## src/hw/mult_pkg.sv

```systemverilog
package mult_pkg;

    // --------------------------------------------------------------
    // widths
    // --------------------------------------------------------------
    localparam int WIDE_W        = 18;
    localparam int NARROW_W      = 9;
    localparam int NARROW_LANES  = 2;
    localparam int PROD_W        = 2 * WIDE_W;
    localparam int NARROW_PROD_W = 2 * NARROW_W;

    // --------------------------------------------------------------
    // carriers
    // --------------------------------------------------------------
    typedef struct packed {
        logic [WIDE_W-1:0] a;
        logic [WIDE_W-1:0] b;
    } operand_t;

    typedef struct packed {
        logic sa;
        logic sb;
    } sign_sel_t;

    typedef struct packed {
        logic wide_mode;
        logic sign_used;
        logic sign_in_reg;
        logic data_in_reg;
        logic out_reg;
    } mult_cfg_t;

    typedef struct packed {
        logic [PROD_W-1:0] value;
        logic              is_signed;
    } result_t;

    localparam int RESULT_W = $bits(result_t);

    // result is signed when either operand is signed
    function automatic logic any_signed(input sign_sel_t s);
        return s.sa | s.sb;
    endfunction : any_signed

endpackage : mult_pkg

```

## src/hw/clr_reg.sv

```systemverilog
`timescale 1ns/1ps

// register with clock enable, async clear and sync reset
module clr_reg #(
    parameter int W = 1
) (
    input  wire logic         clk_sys,
    input  wire logic         sys_rst,
    input  wire logic         aclr,
    input  wire logic         ena,
    input  wire logic [W-1:0] d,
    output logic      [W-1:0] q
);

    logic [W-1:0] q_r;
    logic [W-1:0] q_nxt;

    always_comb
    begin
        if (sys_rst)
            q_nxt = '0;
        else if (ena)
            q_nxt = d;
        else
            q_nxt = q_r;
    end

    always_ff @(posedge clk_sys or posedge aclr)
    begin
        if (aclr)
            q_r <= '0;
        else
            q_r <= q_nxt;
    end

    assign q = q_r;

endmodule : clr_reg

```

## src/hw/mult_lane.sv

```systemverilog
`timescale 1ns/1ps

// one multiplier lane; each operand signed or unsigned, full precision
module mult_lane #(
    parameter int W = 9
) (
    input  wire logic [W-1:0]   a,
    input  wire logic [W-1:0]   b,
    input  wire logic           sa,
    input  wire logic           sb,
    output logic      [2*W-1:0] p
);

    logic signed [W:0]     a_ext;
    logic signed [W:0]     b_ext;
    logic signed [2*W+1:0] full;

    // one extra bit turns either operand into signed or zero-extended
    always_comb
    begin
        a_ext = $signed({sa & a[W-1], a});
        b_ext = $signed({sb & b[W-1], b});
        full  = a_ext * b_ext;
        p     = full[2*W-1:0];
    end

endmodule : mult_lane

```

## src/hw/signed_embedded_multiplier.sv

```systemverilog
`timescale 1ns/1ps

module signed_embedded_multiplier (
    input  wire logic                clk_sys,
    input  wire logic                sys_rst,
    input  wire logic                aclr,
    input  wire logic                ena,
    input  wire mult_pkg::mult_cfg_t cfg,
    input  wire mult_pkg::operand_t  ops,
    input  wire logic                signa,
    input  wire logic                signb,
    output mult_pkg::result_t        product
);

    import mult_pkg::*;

    // ------------------------------------------------------------------
    // input registers
    // ------------------------------------------------------------------
    sign_sel_t sign_raw;
    sign_sel_t sign_q;
    sign_sel_t sign_eff;
    operand_t  op_q;
    operand_t  op_eff;

    assign sign_raw = '{sa: signa, sb: signb};

    // one shared enable and clear for every register of the block
    clr_reg #(
        .W ($bits(sign_sel_t))
    ) u_sign_reg (
        .clk_sys (clk_sys),
        .sys_rst (sys_rst),
        .aclr    (aclr),
        .ena     (ena),
        .d       (sign_raw),
        .q       (sign_q)
    );

    clr_reg #(
        .W ($bits(operand_t))
    ) u_op_reg (
        .clk_sys (clk_sys),
        .sys_rst (sys_rst),
        .aclr    (aclr),
        .ena     (ena),
        .d       (ops),
        .q       (op_q)
    );

    // selects are used live when sign_in_reg is clear and from u_sign_reg a cycle later when set; sign_used clear forces both to 0
    always_comb
    begin
        if (!cfg.sign_used)
            sign_eff = '0;
        else if (cfg.sign_in_reg)
            sign_eff = sign_q;
        else
            sign_eff = sign_raw;
        op_eff = cfg.data_in_reg ? op_q : ops;
    end

    // ------------------------------------------------------------------
    // multiplier lanes
    // ------------------------------------------------------------------
    logic [PROD_W-1:0]        wide_p;
    logic [NARROW_PROD_W-1:0] narrow_p [NARROW_LANES];
    logic [PROD_W-1:0]        narrow_cat;
    result_t                  prod_comb;

    mult_lane #(
        .W (WIDE_W)
    ) u_wide (
        .a  (op_eff.a),
        .b  (op_eff.b),
        .sa (sign_eff.sa),
        .sb (sign_eff.sb),
        .p  (wide_p)
    );

    genvar g;
    generate
        for (g = 0; g < NARROW_LANES; g++)
        begin : g_narrow
            // both lanes take the same pair of selects
            mult_lane #(
                .W (NARROW_W)
            ) u_lane (
                .a  (op_eff.a[g*NARROW_W +: NARROW_W]),
                .b  (op_eff.b[g*NARROW_W +: NARROW_W]),
                .sa (sign_eff.sa),
                .sb (sign_eff.sb),
                .p  (narrow_p[g])
            );
            assign narrow_cat[g*NARROW_PROD_W +: NARROW_PROD_W] = narrow_p[g];
        end
    endgenerate

    always_comb
    begin
        prod_comb.value     = cfg.wide_mode ? wide_p : narrow_cat;
        prod_comb.is_signed = any_signed(sign_eff);
    end

    // ------------------------------------------------------------------
    // output registers
    // ------------------------------------------------------------------
    result_t stage_q;
    result_t out_d;

    clr_reg #(
        .W (RESULT_W)
    ) u_stage_reg (
        .clk_sys (clk_sys),
        .sys_rst (sys_rst),
        .aclr    (aclr),
        .ena     (ena),
        .d       (prod_comb),
        .q       (stage_q)
    );

    // optional stage adds one cycle; the port flop is always there
    assign out_d = cfg.out_reg ? stage_q : prod_comb;

    clr_reg #(
        .W (RESULT_W)
    ) u_out_reg (
        .clk_sys (clk_sys),
        .sys_rst (sys_rst),
        .aclr    (aclr),
        .ena     (ena),
        .d       (out_d),
        .q       (product)
    );

    // ------------------------------------------------------------------
    // reference model for checks
    // ------------------------------------------------------------------
    function automatic longint ref_mul(
        input longint a,
        input longint b,
        input int     w,
        input logic   sa,
        input logic   sb
    );
        longint av;
        longint bv;
        av = a;
        bv = b;
        if (sa && a[w-1])
            av = a - (longint'(1) << w);
        if (sb && b[w-1])
            bv = b - (longint'(1) << w);
        return av * bv;
    endfunction : ref_mul

    longint            ref_w;
    longint            ref_lo;
    longint            ref_hi;
    logic [PROD_W-1:0] ref_val;

    always_comb
    begin
        ref_w  = ref_mul(longint'(op_eff.a), longint'(op_eff.b), WIDE_W,
                         sign_eff.sa, sign_eff.sb);
        ref_lo = ref_mul(longint'(op_eff.a[NARROW_W-1:0]),
                         longint'(op_eff.b[NARROW_W-1:0]), NARROW_W,
                         sign_eff.sa, sign_eff.sb);
        ref_hi = ref_mul(longint'(op_eff.a[WIDE_W-1:NARROW_W]),
                         longint'(op_eff.b[WIDE_W-1:NARROW_W]), NARROW_W,
                         sign_eff.sa, sign_eff.sb);
        if (cfg.wide_mode)
            ref_val = ref_w[PROD_W-1:0];
        else
            ref_val = {ref_hi[NARROW_PROD_W-1:0], ref_lo[NARROW_PROD_W-1:0]};
    end

    // ------------------------------------------------------------------
    // plain unsigned products, independent of the lanes
    // ------------------------------------------------------------------
    logic [PROD_W-1:0] plain_prod;
    logic [PROD_W-1:0] plain_in;

    assign plain_prod = PROD_W'(op_eff.a) * PROD_W'(op_eff.b);
    assign plain_in   = PROD_W'(ops.a) * PROD_W'(ops.b);
endmodule : signed_embedded_multiplier

```

## config.mk

```make
export PLATFORM = sky130hd
export DESIGN_NAME = signed_embedded_multiplier
export DESIGN_NICKNAME = d
export VERILOG_FILES = /design/src/hw/mult_pkg.sv /design/src/hw/clr_reg.sv /design/src/hw/mult_lane.sv /design/src/hw/signed_embedded_multiplier.sv
export SDC_FILE = /design/constraint.sdc
export NUM_CORES = 2
export LEC_CHECK = 0
export BUFFER_PORTS_ARGS = -buffer_cell sky130_fd_sc_hd__clkbuf_2
export CAP_MARGIN = 20
export CORE_MARGIN = 2
export CORE_UTILIZATION = 39
export CTS_CLUSTER_SIZE = 16
export DETAILED_ROUTE_END_ITERATION = 16
export HOLD_SLACK_MARGIN = 0.05
export PLACE_DENSITY = 0.65
export SLEW_MARGIN = 20
export SYNTH_ARGS = -nofsm -noshare
export SYNTH_HDL_FRONTEND = slang
export SYNTH_SLANG_ARGS = --single-unit
```

## constraint.sdc

```tcl
create_clock -name clk_sys -period 7.39 [get_ports clk_sys]
set_clock_uncertainty 0.15 [all_clocks]
set_input_delay 0.3695 -clock clk_sys [delete_from_list [all_inputs] [get_ports clk_sys]]
set_output_delay 0.3695 -clock clk_sys [all_outputs]
set_load 0.1 [all_outputs]
```

==> results by group <==
Outcome
  – Status: finished, final reports clean

Global route
  – Grt total ovfl: 0
  – GR Util All Layers: 25.3%
  – Vias in the first global route: 19800
  – First-pass GRT wire length: 115000 µm
  – Largest net degree at the start of global routing: 78
  – Initial antenna violation count: 0

Synthesis
  – Post-synthesis mux area share: 6.61%
  – Avg Inst Size Synth: 9.15 µm²
  – Mapped Nets: 3184
  – Post-synthesis compound-gate area fraction: 6.85%
  – EDFF count, synth: 0
  – Post-Syn Area: 22900 µm²
  – Area leader, netlist: fa_1
  – Main synth FF type: dfrtp_1
  – Post-Synth Simple-Gate Area: 12.0%
  – Yosys Warn Count: 0
  – Xor/xnor share of the synthesized area: 2.56%
  – Flops & latches, synth: 112
  – Ranking of synthesized cells by area: fa_1 39%, dfrtp_1 12%, ha_1 10%, inv_1 9.0%, nor2_1 5.1%
  – Synth cell types: 69
  – Combinational family with the most area after synthesis: adder cells
  – Synth async-reset ratio: 100%
  – Area share of fa/ha/maj cells after synthesis: 49.4%
  – Mapped Cells: 2503
  – Post-synthesis sequential area ratio: 12.2%
  – Top cell type's share of synthesized area: 39.3%

Critical path
  – Top delay family on crit path: adder cells
  – Setup crit start kind: register
  – Most frequent CP cell: fa_1
  – Required time worst endpoint: 7.56 ns
  – Arr. time, crit path: 7.36 ns
  – Crit-path max FO: 5
  – Slowest stage delay, CP: 0.55 ns
  – Worst Path Buf+Inv: 3
  – Worst Setup End Kind: register
  – Crit path kind: register to register
  – Slowest CP cell: fa_1

Timing
  – Max Slew Vio Count: 0
  – Hold WS: 0.0789 ns
  – Slew headroom: 27.5%
  – RSZ-0062 raised after global routing: true
  – Worst slew pin tran: 1.09 ns
  – Period minus WS final: 7.19 ns
  – Final worst slack: 0.195 ns
  – Tcrit/Tclk final: 97.4%
  – F_max: 139 MHz
  – Hold Violations, Final: 0
  – Setup-failing EPs final: 0

Job
  – Max cap viols: 0

Clocking
  – Num CTS Buffers: 9
  – Clock transition at the registers of the reported paths: 0.10 ns
  – H-tree depth: 3
  – Maximum clock path buffer count: 2
  – CTS tree: built
  – Clock Sinks: 112
  – Clk Tree Root Cell: clkbuf_16
  – Clk Latency, worst-skew pair: 0.42 ns

Detailed routing
  – Routed wire length: 74600 µm
  – Via Count: 18500
  – Residual DRC count: 0
  – Highest routed layer: met4
  – TritonRoute pass-1 iters: 5
  – Final ANT Viol Nets: 0
  – Met2 WL post-DR: 36600 µm
  – Met3 WL post-DR: 3500 µm
  – DRT met1 WL: 32100 µm
  – Vias/cell: 5.10
  – Avg WL per Cell: 20.5 µm
  – Initial drt markers: 1121

Place
  – GP Congestion: 0.961
  – DP Worst Slack: -0.527 ns
  – Post-DP Area: 26700 µm²
  – Port bufs: 83
  – Detailed placement HPWL: 64000 µm

Layout
  – # fillers: 5651
  – Ant diodes: 0
  – Layout Area Growth over Synthesis: 19.3%
  – Post-layout util: 47.2%
  – Share of layout cells above drive strength 1: 19.2%
  – Nets: 3544
  – Design area: 27300 µm²

Hold path
  – Hold Path Class: input pin to register

Power and ir drop
  – Max VDD drop: 0.398 mV
  – Static Leak: 14.4 nW
  – Pwr dens: 341 nW/µm²

Floorplanning
  – Die H: 246 µm
  – CORE AREA: 57900 µm²
  – Die Area: 60700 µm²
  – Starting Density: 39.6%
  – IO Pins: 84
  – Num rows: 88
  – Die width: 246 µm
-- metrics by stage --
step | total power [mW] | std cells | setup TNS (ns)
3_5_place_dp | 8.47 | 3607 | -9.61
3_3_place_gp | 8.36 | 3607 | -8.18
6_report | 9.31 | 3633 | 0
4_1_cts | 9.11 | 3624 | 0
5_1_grt | 10.2 | 3633 | -0.120
2_1_floorplan | 5.54 | 2503 | 0
-- final cells by class --
class                   count  area (µm²)  area share, %
repair buffers            434        3180           11.6
flip-flops and latches    112        2800           10.3
multi-input cells        1757       18000           65.8
well taps                 765         957           3.50
clock buffers               9         225          0.824
inverters                 549        2070           7.56
clock inverters             7         101          0.371
-- synth_stat cells, types with 3 or more instances --
cell type	instances
inv_1	548
fa_1	450
nor2_1	312
nand2_1	267
ha_1	184
dfrtp_1	112
mux2i_1	106
clkbuf_1	71
o21ai_0	62
a21oi_1	58
xnor2_1	50
mux2_2	39
a211oi_1	29
xor2_1	17
nand2b_1	15
nor3_1	15
nand3_1	13
a21o_1	10
and2_1	10
nor2b_1	10
o21bai_1	10
a311oi_1	8
buf_1	8
and3_1	7
o21a_1	7
a31oi_1	6
a41oi_1	5
buf_2	5
o211ai_1	5
o22ai_1	5
or3_1	5
nand4_1	3
o2111ai_1	3
o211a_1	3
o31ai_1	3
-- sequential cells by signal, summed over array words and instances (netlist names) --
| signal | flops |
|---|---|
| u_op_reg.q | 36 |
| u_out_reg.q | 37 |
| u_sign_reg.q | 2 |
| u_stage_reg.q | 37 |
-- cells by family (layout without fill, tap and decap cells) --
group           after synthesis  in the layout
simple gates                670            670
flops                       112            112
buf+inv                     634            999
mux                         146            146
xor+xnor                     67             67
fa+ha+maj                   634            634
compound gates              240            240
-- worst reg2reg max path, delay by kind of cell (launching register included) --
family          cells  cell delay (ns)
simple gates        6             1.01
fa+ha+maj           8             3.50
mux                 1             0.19
buf+inv             3             0.45
compound gates      7             1.45
flops               1             0.36
-- power by group --
group	internal [mW]	total (mW)	switching [mW]	leakage, nW
combinational	3.47	7.95	4.48	12.8
clock	0.251	0.567	0.316	0.157
sequential	0.725	0.794	0.0690	1.49
-- cells in the final DEF (no fill, tap or decap), types with 12 or more instances in the layout --
cell type / netlist / layout
xnor2_1: 50 / 50
xor2_1: 17 / 17
clkbuf_2: 1 / 80
fa_1: 450 / 448
a21oi_1: 58 / 53
nor3_1: 15 / 14
mux2_2: 39 / 31
nor2_1: 312 / 307
nand2_1: 267 / 261
nand2b_1: 15 / 15
ha_1: 184 / 183
a211oi_1: 29 / 25
inv_1: 548 / 546
nand3_1: 13 / 12
dfrtp_1: 112 / 111
mux2i_1: 106 / 97
buf_4: 0 / 338
o21ai_0: 62 / 56
-- per-layer routing --
metal / global-route usage [%] / vias up
met5: 0 / -
met4: 7.49 / 0
met3: 2.92 / 103
met2: 42.8 / 441
met1: 34.2 / 9570
li1: - / 8403
-- path summary, 6_finish.rpt --
kind                             startpoint                end  slack, ns  cells past startpoint
setup / recovery            u_sign_reg.q[0]  u_stage_reg.q[33]       0.20                     25
hold / removal                        signa    u_sign_reg.q[1]       0.08                      3
setup reg to reg            u_sign_reg.q[0]  u_stage_reg.q[33]       0.20                     25
hold reg to reg            u_stage_reg.q[1]   u_stage_reg.q[1]       0.38                      2
max in group asynchronous              aclr      u_op_reg.q[3]       5.46                      4
min in group asynchronous              aclr  u_stage_reg.q[30]       0.42                      3
-- what timing repair did --
action	CTS	global route
endpoints found under the setup margin	11	21
hold buffers	1	0
pin swaps	0	14
hold endpoints to repair	38	0
cloned	0	2
setup buffers	0	7
gates resized for setup	5	62
Power figures use the tool's default switching activity.
